**src/dbgid_pkg.sv**
```systemverilog
// shared constants for the debug access id gate
package dbgid_pkg;
  localparam int ID_BYTES = 10;
  localparam logic [27:0] ID_FIRST_ADDR = 28'h0000070;
  localparam logic [27:0] ID_LAST_ADDR = 28'h0000079;
  localparam logic [7:0] ID_ERASED_BYTE = 8'hff;
  localparam int ENABLE_FLAG_BIT = 7;
  localparam logic [7:0] CMD_ID_ENTRY = 8'h01;
  localparam logic [7:0] CMD_FLASH_READ = 8'h02;
  localparam logic [7:0] CMD_RUN = 8'h03;
  localparam logic [7:0] CMD_BREAK = 8'h04;
  localparam logic [7:0] RESP_OK = 8'ha5;
  localparam logic [7:0] RESP_DENIED = 8'h5a;
  localparam int BYTE_BITS = 8;
endpackage

```
**src/dbgid_id_store.sv**
```systemverilog
// stored identification code region with registered read data
`timescale 1ns/1ps
`default_nettype none
module dbgid_id_store #(
  parameter int DEPTH = 10
) (
  input wire logic ref_clk,
  input wire logic srst,
  input wire logic prog_we,
  input wire logic [3:0] prog_addr,
  input wire logic [7:0] prog_data,
  input wire logic [3:0] rd_addr,
  output logic [7:0] rd_data,
  output logic [7:0] flag_byte
);
  logic [7:0] mem_reg [DEPTH];
  logic [7:0] rd_data_reg;
  logic [7:0] flag_reg;

  // erased region reads all ones until programmed
  always_ff @(posedge ref_clk) begin
    if (srst) begin
      rd_data_reg <= dbgid_pkg::ID_ERASED_BYTE;
      flag_reg <= dbgid_pkg::ID_ERASED_BYTE;
    end else begin
      rd_data_reg <= mem_reg[rd_addr];
      flag_reg <= mem_reg[DEPTH-1];
    end
  end

  generate
    for (genvar i = 0; i < DEPTH; i++) begin : g_cell
      always_ff @(posedge ref_clk) begin
        if (srst) begin
          mem_reg[i] <= dbgid_pkg::ID_ERASED_BYTE;
        end else if (prog_we && (prog_addr == 4'(i))) begin
          mem_reg[i] <= prog_data;
        end
      end
    end
  endgenerate

  assign rd_data = rd_data_reg;
  assign flag_byte = flag_reg;
endmodule
`default_nettype wire

```
**src/dbgid_gate.sv**
```systemverilog
// debug access id gate: serial debug link, id compare and unlock control
// Operation
// - debugger's ten id bytes are compared one by one with stored region bytes.
// - a full match unlocks flash reads and emulator operation.
// - unprogrammed id region holds all ones; debugger must send all ones.
// - bit seven of last stored id byte is the emulator use enable.
// - match with enable flag zero still refuses debugging.
// - link uses serial in, serial out, serial clock and handshake line.
// - forced break ignored while debug serial channel interrupts are masked.
`timescale 1ns/1ps
`default_nettype none
module dbgid_gate (
  input wire logic ref_clk,
  input wire logic srst,
  input wire logic debug_serial_clock,
  input wire logic debug_serial_in,
  output logic debug_serial_out,
  output logic debug_handshake,
  input wire logic serial_irq_masked,
  input wire logic prog_we,
  input wire logic [3:0] prog_addr,
  input wire logic [7:0] prog_data,
  output logic unlocked,
  output logic flash_read_req,
  output logic run_req,
  output logic break_req
);
  typedef enum {ST_CMD, ST_ID, ST_CHECK, ST_REPLY} dbgid_state_t;

  logic [2:0] sck_sync_reg, sck_sync_next;
  logic [1:0] sdi_sync_reg, sdi_sync_next;
  logic [1:0] msk_sync_reg, msk_sync_next;
  logic [2:0] bit_cnt_reg, bit_cnt_next;
  logic [7:0] rx_sh_reg, rx_sh_next;
  logic [7:0] tx_sh_reg, tx_sh_next;
  logic sdo_reg, sdo_next;
  logic hs_reg, hs_next;
  logic byte_done;
  dbgid_state_t st_reg, st_next;
  logic [3:0] idx_reg, idx_next;
  logic match_reg, match_next;
  logic unlocked_reg, unlocked_next;
  logic frd_reg, frd_next, run_reg, run_next, brk_reg, brk_next;
  logic [7:0] mem_rd;
  logic [7:0] flag_byte;
  logic sck_rise, sck_fall;

  function automatic logic is_gated_cmd(input logic [7:0] c);
    return (c == dbgid_pkg::CMD_FLASH_READ) || (c == dbgid_pkg::CMD_RUN) || (c == dbgid_pkg::CMD_BREAK);
  endfunction

  dbgid_id_store #(.DEPTH(dbgid_pkg::ID_BYTES)) u_store (
    .ref_clk(ref_clk),
    .srst(srst),
    .prog_we(prog_we),
    .prog_addr(prog_addr),
    .prog_data(prog_data),
    .rd_addr(idx_reg),
    .rd_data(mem_rd),
    .flag_byte(flag_byte)
  );

  assign sck_rise = sck_sync_reg[1] && !sck_sync_reg[2];
  assign sck_fall = !sck_sync_reg[1] && sck_sync_reg[2];
  assign byte_done = sck_rise && (bit_cnt_reg == 3'(dbgid_pkg::BYTE_BITS - 1));

  // link side: sample on rising serial clock, shift out on falling, msb first
  always_comb begin
    sck_sync_next = {sck_sync_reg[1:0], debug_serial_clock};
    sdi_sync_next = {sdi_sync_reg[0], debug_serial_in};
    msk_sync_next = {msk_sync_reg[0], serial_irq_masked};
    bit_cnt_next = bit_cnt_reg;
    rx_sh_next = rx_sh_reg;
    tx_sh_next = tx_sh_reg;
    sdo_next = sdo_reg;
    hs_next = hs_reg;
    if (sck_rise) begin
      rx_sh_next = {rx_sh_reg[6:0], sdi_sync_reg[1]};
      bit_cnt_next = bit_cnt_reg + 3'h1;
    end
    if (sck_fall) begin
      sdo_next = tx_sh_reg[7];
      tx_sh_next = {tx_sh_reg[6:0], 1'b0};
    end
    // handshake low while a byte is being checked (busy)
    if (byte_done) begin
      hs_next = 1'b0;
    end else if ((st_reg == ST_REPLY) || (st_reg == ST_ID)) begin
      // id bytes before the last get no reply, so ready returns at once
      hs_next = 1'b1;
    end
    if (st_reg == ST_REPLY) begin
      tx_sh_next = unlocked_next ? dbgid_pkg::RESP_OK : dbgid_pkg::RESP_DENIED;
    end
  end

  always_comb begin
    st_next = st_reg;
    idx_next = idx_reg;
    match_next = match_reg;
    unlocked_next = unlocked_reg;
    frd_next = 1'b0;
    run_next = 1'b0;
    brk_next = 1'b0;
    case (st_reg)
      ST_CMD: begin
        if (byte_done) begin
          st_next = ST_REPLY;
          if ({rx_sh_reg[6:0], sdi_sync_reg[1]} == dbgid_pkg::CMD_ID_ENTRY) begin
            st_next = ST_ID;
            idx_next = 4'h0;
            match_next = 1'b1;
            unlocked_next = 1'b0;
          end else if (is_gated_cmd({rx_sh_reg[6:0], sdi_sync_reg[1]}) && unlocked_reg) begin
            frd_next = ({rx_sh_reg[6:0], sdi_sync_reg[1]} == dbgid_pkg::CMD_FLASH_READ);
            run_next = ({rx_sh_reg[6:0], sdi_sync_reg[1]} == dbgid_pkg::CMD_RUN);
            brk_next = ({rx_sh_reg[6:0], sdi_sync_reg[1]} == dbgid_pkg::CMD_BREAK) && !msk_sync_reg[1];
          end
        end
      end
      ST_ID: begin
        if (byte_done) begin
          // store read data for idx_reg is ready since the byte took many cycles
          if ({rx_sh_reg[6:0], sdi_sync_reg[1]} != mem_rd) begin
            match_next = 1'b0;
          end
          if (idx_reg == 4'(dbgid_pkg::ID_BYTES - 1)) begin
            st_next = ST_CHECK;
          end else begin
            idx_next = idx_reg + 4'h1;
          end
        end
      end
      ST_CHECK: begin
        unlocked_next = match_reg && flag_byte[dbgid_pkg::ENABLE_FLAG_BIT];
        idx_next = 4'h0;
        st_next = ST_REPLY;
      end
      ST_REPLY: begin
        st_next = ST_CMD;
      end
      default: begin
        st_next = ST_CMD;
      end
    endcase
  end

  always_ff @(posedge ref_clk) begin
    if (srst) begin
      sck_sync_reg <= 3'h0;
      sdi_sync_reg <= 2'h0;
      msk_sync_reg <= 2'h3;
      bit_cnt_reg <= 3'h0;
      rx_sh_reg <= 8'h00;
      tx_sh_reg <= 8'h00;
      sdo_reg <= 1'b0;
      hs_reg <= 1'b1;
      st_reg <= ST_CMD;
      idx_reg <= 4'h0;
      match_reg <= 1'b0;
      unlocked_reg <= 1'b0;
      frd_reg <= 1'b0;
      run_reg <= 1'b0;
      brk_reg <= 1'b0;
    end else begin
      sck_sync_reg <= sck_sync_next;
      sdi_sync_reg <= sdi_sync_next;
      msk_sync_reg <= msk_sync_next;
      bit_cnt_reg <= bit_cnt_next;
      rx_sh_reg <= rx_sh_next;
      tx_sh_reg <= tx_sh_next;
      sdo_reg <= sdo_next;
      hs_reg <= hs_next;
      st_reg <= st_next;
      idx_reg <= idx_next;
      match_reg <= match_next;
      unlocked_reg <= unlocked_next;
      frd_reg <= frd_next;
      run_reg <= run_next;
      brk_reg <= brk_next;
    end
  end

  assign debug_serial_out = sdo_reg;
  assign debug_handshake = hs_reg;
  assign unlocked = unlocked_reg;
  assign flash_read_req = frd_reg;
  assign run_req = run_reg;
  assign break_req = brk_reg;

  a_locked_blocks: assert property (@(posedge ref_clk) disable iff (srst)
    !unlocked_reg |=> !(frd_reg || run_reg || brk_reg)) else $error("gated command while locked");
  a_flag_zero_denies: assert property (@(posedge ref_clk) disable iff (srst)
    (st_reg == ST_CHECK) && !flag_byte[dbgid_pkg::ENABLE_FLAG_BIT] |=> !unlocked_reg)
    else $error("unlocked with enable flag clear");
  a_match_unlocks: assert property (@(posedge ref_clk) disable iff (srst)
    (st_reg == ST_CHECK) && match_reg && flag_byte[dbgid_pkg::ENABLE_FLAG_BIT] |=> unlocked_reg)
    else $error("matching id did not unlock");
  a_mismatch_clears: assert property (@(posedge ref_clk) disable iff (srst)
    (st_reg == ST_ID) && byte_done && ({rx_sh_reg[6:0], sdi_sync_reg[1]} != mem_rd) |=> !match_reg)
    else $error("byte mismatch not recorded");
  a_masked_no_break: assert property (@(posedge ref_clk) disable iff (srst)
    msk_sync_reg[1] |=> !brk_reg) else $error("break taken while masked");
  a_entry_relocks: assert property (@(posedge ref_clk) disable iff (srst)
    (st_reg == ST_CMD) && (st_next == ST_ID) |=> !unlocked_reg && (idx_reg == 4'h0))
    else $error("id entry did not relock");
  a_check_replies: assert property (@(posedge ref_clk) disable iff (srst)
    (st_reg == ST_CHECK) |=> (st_reg == ST_REPLY) ##1 (st_reg == ST_CMD) && hs_reg)
    else $error("reply sequence broken");
  a_id_byte_ready: assert property (@(posedge ref_clk) disable iff (srst)
    (st_reg == ST_ID) && byte_done && (idx_reg != 4'(dbgid_pkg::ID_BYTES - 1)) |=> ##1 hs_reg)
    else $error("handshake not back after id byte");
  a_unlock_stable: assert property (@(posedge ref_clk) disable iff (srst)
    $rose(unlocked_reg) |-> $past(st_reg) == ST_CHECK) else $error("unlock outside check");
  c_unlock: cover property (@(posedge ref_clk) disable iff (srst) $rose(unlocked_reg));
  c_flash_read: cover property (@(posedge ref_clk) disable iff (srst) frd_reg);
  c_break: cover property (@(posedge ref_clk) disable iff (srst) brk_reg);
  c_denied: cover property (@(posedge ref_clk) disable iff (srst) (st_reg == ST_CHECK) && !match_reg);
endmodule
`default_nettype wire

```
**config.mk**
```make
export PLATFORM = sky130hd
export DESIGN_NAME = dbgid_gate
export DESIGN_NICKNAME = d
export VERILOG_FILES = /design/src/dbgid_pkg.sv /design/src/dbgid_id_store.sv /design/src/dbgid_gate.sv
export SDC_FILE = /design/constraint.sdc
export NUM_CORES = 1
export LEC_CHECK = 0
export BUFFER_PORTS_ARGS = -buffer_cell sky130_fd_sc_hd__buf_4
export CORE_MARGIN = 3
export CORE_UTILIZATION = 45
export DETAILED_ROUTE_END_ITERATION = 7
export PLACE_DENSITY = 0.63
export SYNTH_ARGS = -nofsm -noshare
export SYNTH_HDL_FRONTEND = slang
export SYNTH_SLANG_ARGS = --single-unit
```
**constraint.sdc**
```tcl
create_clock -name ref_clk -period 2.94 [get_ports ref_clk]
set_input_delay 0 -clock ref_clk [delete_from_list [all_inputs] [get_ports ref_clk]]
set_output_delay 0 -clock ref_clk [all_outputs]
set_load 0.005 [all_outputs]
```
; After elaboration in Yosys (flattened, before gate mapping)
; Memory sizes are Yosys's and may differ from the RTL's. A register that Yosys moved wholly into a read port is not among the register bits.
; Cells that the tools add are included.
[word_totals]
n_memories = 1
register_bits = 68
ram_bits = 80
[mem_list]
columns = name, words, word_bits, read_ports, rd_clocked_by_memory_dff, wr, line
row1 = u_store.mem_reg, 10, 8, 2, 2, 10, dbgid_id_store.sv:16  ; logic [7:0] mem_reg [DEPTH];
[op_classes]
n_reduce_logical = 32
add_sub_neg = 2
n_eq_ne = 26
bitwise = 13
mux = 65
[op_table]
columns = op, n
row1 = 8-bit two-way mux, 13
row2 = 32-bit two-way mux, 3
row3 = 32-bit case mux with 3 select lines, 1
row4 = 32-bit by 2-bit == test with 1-bit output (second input constant), 2
row5 = 1-bit two-way mux, 40
row6 = 32-bit by 1-bit == test with 1-bit output (second input constant), 1
row7 = 32-bit by 3-bit == test with 1-bit output (second input constant), 1
row8 = 32-bit zero test, 1
row9 = 4-bit by 3-bit == test with 1-bit output (second input constant), 4
row10 = 8-bit by 2-bit == test with 1-bit output (second input constant), 2
row11 = 1-bit logical AND, 16
row12 = 4-bit two-way mux, 4
row13 = 4-bit == test (second input constant), 3
row14 = 2-bit != test (second input constant), 6
row15 = 4-bit case mux with 3 select lines, 1
row16 = 1-bit OR, 10
row17 = 5-bit AND reduction, 2
row18 = 4-bit by 2-bit == test with 1-bit output (second input constant), 2
row19 = 8-bit by 1-bit == test with 1-bit output (second input constant), 1
row20 = 8-bit by 3-bit == test with 1-bit output (second input constant), 1
row21 = 8-bit != test, 1
row22 = 2-bit nonzero test, 3
row23 = 5-bit OR reduction, 1
row24 = 4-bit by 1-bit adder with 4-bit output (second input constant), 1
row25 = 11 further kinds, 18

; Depth between registers and ports, before layout
[logic_depth]
depth_word = 7
mapped_depth = 8
depth_no_buf = 6

; By module
; A second synthesis with hierarchy kept.
[unflattened]
cells_unflattened = 486
hier_area_um2 = 5936.9
[by_module_without_submodules]
columns = mod, n_inst, seq_area_each_um2, area_each_um2, cells_each
row1 = dbgid_id_store, 1, 2722.6, 4222.8, 302
row2 = dbgid_gate, 1, 760.7, 1714.1, 184

; Worst setup path after synthesis
; OpenSTA, ideal clock, no wires.
[synth_path]
path_kind = flip-flop to flip-flop
startpoint = register idx_reg[1]
endpoint = register idx_reg[1]
setup_time_ns = 0.070
t_arrival_ns = 2.068
path_stages_with_launch = 9
path_slack_ns = 0.802
cell_sequence = dfxtp_1 clkbuf_1 buf_1 inv_1 ha_1 nand3b_1 a21oi_1 or4_1 a21oi_1
[synth_via]
elab_chain_cells = 4
word_cells_on_any_way = 7
cone_classes = 1 x add/sub / 2 x eq/ne / 3 x mux / 1 x reduce/logical
[synth_lines]
columns = item, line
row1 = start: declaration, dbgid_gate.sv:40  ; logic [3:0] idx_reg, idx_next;
row2 = start signal: assignment, dbgid_gate.sv:175  ; idx_reg <= idx_next;
row3 = 4-bit by 1-bit adder with 4-bit output, dbgid_gate.sv:130  ; idx_next = idx_reg + 4'h1;
row4 = 4-bit two-way mux, dbgid_gate.sv:127  ; if (idx_reg == 4'(dbgid_pkg::ID_BYTES - 1)) begin
row5 = 4-bit two-way mux, dbgid_gate.sv:122  ; if (byte_done) begin
row6 = 4-bit case mux with 3 select lines, dbgid_gate.sv:105  ; case (st_reg)
; Several ways; a longest one is shown, not always the timed one. The select of a mux whose other input is x is not followed.
; A chain may end at the register's enable or synchronous reset.

==> impl_metrics.env <==
export IMPL_status="finished, final reports clean"
export IMPL_rsz0062_at_grt="false"
export IMPL_worst_ir_drop_vdd_mv=0.505
export IMPL_synth_edff_count=80
export IMPL_diodes=0
export IMPL_syn_nets=478
export IMPL_cts_root_buffer_cell="clkbuf_16"
export IMPL_largest_reg_flops=80
export IMPL_clk_latency_ns=0.41
export IMPL_grt_pass1_wl_mm=19.0
export IMPL_layout_nets=523
export IMPL_die_h_um=118
export IMPL_totalWireLength_mm=11.7
export IMPL_synthesis_area_sq_um=5650
export IMPL_cts_tree="done"
export IMPL_ys_seq_elements=127
export IMPL_required_ns=3.08
export IMPL_synthAdderAreaFrac_pct=1.77
export IMPL_grt_util_met3_pct=5.24
export IMPL_netlist_instances=452
export IMPL_synth_xor_area_share_pct=1.39
export IMPL_drc=0
export IMPL_final_layout_size_suffix_gt1_share_pct=28.0
export IMPL_setup_tns_ns=0
export IMPL_drv_cap=0
export IMPL_power_leakage_nw=2.33
export IMPL_post_drt_via_cell_ratio=5.26
export IMPL_met1_usage_pct=21.5
export IMPL_area_growth_pct=19.7
export IMPL_htree_levels=4
export IMPL_tightest_slew_ns=0.732
export IMPL_synth_ff_type="edfxtp_1"
export IMPL_synth_area_leaders="edfxtp_1 (42%), dfxtp_1 (17%), or2_2 (7.5%)"
export IMPL_die_w_um=118
export IMPL_power_density_nw_per_um2=694
export IMPL_yosysTopAreaCellShare_pct=42.5
export IMPL_cts_clk_slew_worst_paths_ns=0.06
export IMPL_critPathLaunchType="input pin"
export IMPL_gp_congestion=0.843
export IMPL_worstPathArrival_ns=2.26
export IMPL_drt_pass1_iter_count=4
export IMPL_critPathMaxFanout=35
export IMPL_synthArstFlopShare_pct=0
export IMPL_dpl_hpwl_mm=7.68
export IMPL_synth_area_leader_cell="edfxtp_1"
export IMPL_antenna_found_initial=0
export IMPL_rows=40
export IMPL_yosys_mux_area_fraction_pct=11.0
export IMPL_final_common_cell="edfxtp_1"
export IMPL_ant_nets=0
export IMPL_period_share_pct=72.1
export IMPL_grt_max_degree=36
export IMPL_synth_top_family_by_area="simple AND/OR/NAND/NOR gates"
export IMPL_period_minus_slack_ns=2.12
export IMPL_grt_busiest_layer="met2"
export IMPL_io_pins=24
export IMPL_maxSlewHeadroom_pct=51.1
export IMPL_ys_seq_area_share_pct=59.1
export IMPL_core_area_sq_um=12200
export IMPL_cts_inserted_buffers=17
export IMPL_synth_compound_area_share_pct=6.31
export IMPL_yosysWarnings=0
export IMPL_cts_sinks=127
export IMPL_grt_pass1_vias=3644
export IMPL_synthSimpleGateAreaFrac_pct=18.7
export IMPL_slew_viol_final=0
export IMPL_yosysUniqueCellTypes=46
export IMPL_wl_per_cell_um=17.3
export IMPL_hold_slack_ns=0.135
export IMPL_instances_no_fill=678
export IMPL_max_clock_freq_mhz=472
export IMPL_critPathKind="input pin to flop"
export IMPL_grt_use_met2_pct=30.1
export IMPL_setup_violations=0
export IMPL_track_usage_pct=18.0
export IMPL_mostFrequentLayoutCells="edfxtp_1 (80), or2_2 (68), dfxtp_1 (47)"
export IMPL_endpoint_kind="flop"
export IMPL_dpl_cell_count=634
export IMPL_cts_resized=0
export IMPL_hold_viol_final=0
export IMPL_drtIter0Drc=271
export IMPL_start_util_pct=46.5
export IMPL_avgSynthCellArea_sq_um=12.5
export IMPL_portBuffers=23
export IMPL_cts_buffer_depth=2
export IMPL_die_area_sq_um=13900
export IMPL_utilization_pct=55.7
export IMPL_skew_ns=0.00486
export IMPL_vias=3566
export IMPL_grt_overflow=0
export IMPL_min_path_type="input pin to flop"
routing by layer:
metal	part of all wire, %	vias up	wire, um
li1	-	1732	-
met1	43	1725	5040
met2	50	91	5890
met3	4.5	18	531
met4	2.4	0	276
met5	0	-	0
power breakdown:
group | internal, mW | switching (mW) | leakage (nW) | total [mW]
sequential | 1.99 | 0.0398 | 1.18 | 2.03
clock | 1.49 | 0.736 | 0.303 | 2.22
combinational | 0.182 | 0.260 | 0.845 | 0.442
worst max-delay path, cell delays in order:
cell           delay [ns]
dlygate4sd3_1        0.53
buf_4                0.24
nor2b_1              0.29
nor3b_1              0.43
nor2b_1              0.64
nand2b_1             0.12
stage by stage:
step | cell area [sq um] | power (mW) | worst slack (ns)
floorplan | 5650 | 2.36 | 0.802
global placement | 6020 | 2.48 | 0.944
detailed placement | 6020 | 2.49 | 0.898
CTS | 6770 | 4.73 | 0.830
global route | 6770 | 4.88 | 0.647
finish | 6770 | 4.70 | 0.821
worst paths after layout:
kind,start,to,slack [ns],depth (start not counted)
setup / recovery,srst,u_store.mem_reg[3][4],0.82,6
hold / removal,prog_addr[1],u_store.mem_reg[4][5],0.14,3
setup reg to reg,rx_sh_reg[5],idx_reg[1],0.87,4
hold reg to reg,msk_sync_reg[1],break_req,0.42,1
cell families (layout without fill, tap and decap cells):
kind of cell               count (synthesis)  count (layout)
xor gates and xnor gates                   9               9
muxes                                     42              42
and+or+nand+nor                          187             187
AOI/OAI and AO/OA                         55              55
adders and majority gates                  8               8
buffers and inverters                     24              82
DFF                                      127             127
repair_timing:
item                                   in CTS  in global routing
endpoints found under the hold margin      86                  0
setup buffers                               0                  0
hold buffers                               12                  0
cells in the mapped netlist, types with 8 or more instances:
cell and n:
a21oi_1 19, a22oi_1 8, clkbuf_1 9, dfxtp_1 47, edfxtp_1 80, ha_1 8
inv_1 8, mux2i_1 26, mux4_2 16, nand2_1 44, nand2b_1 23, nor2_1 9
nor2b_1 13, o21ai_0 9, or2_2 68, xor2_1 8
final cells by class:
type / count / area [sq um]
Inverter: 8 / 30.0
Multi-Input combinational cell: 301 / 2220
Timing Repair Buffer: 42 / 345
Clock buffer: 18 / 429
Clock inverter: 14 / 195
Fill cell: 1018 / 5390
Sequential cell: 127 / 3340
Tap cell: 168 / 210
(Power assumes the default switching activity.)
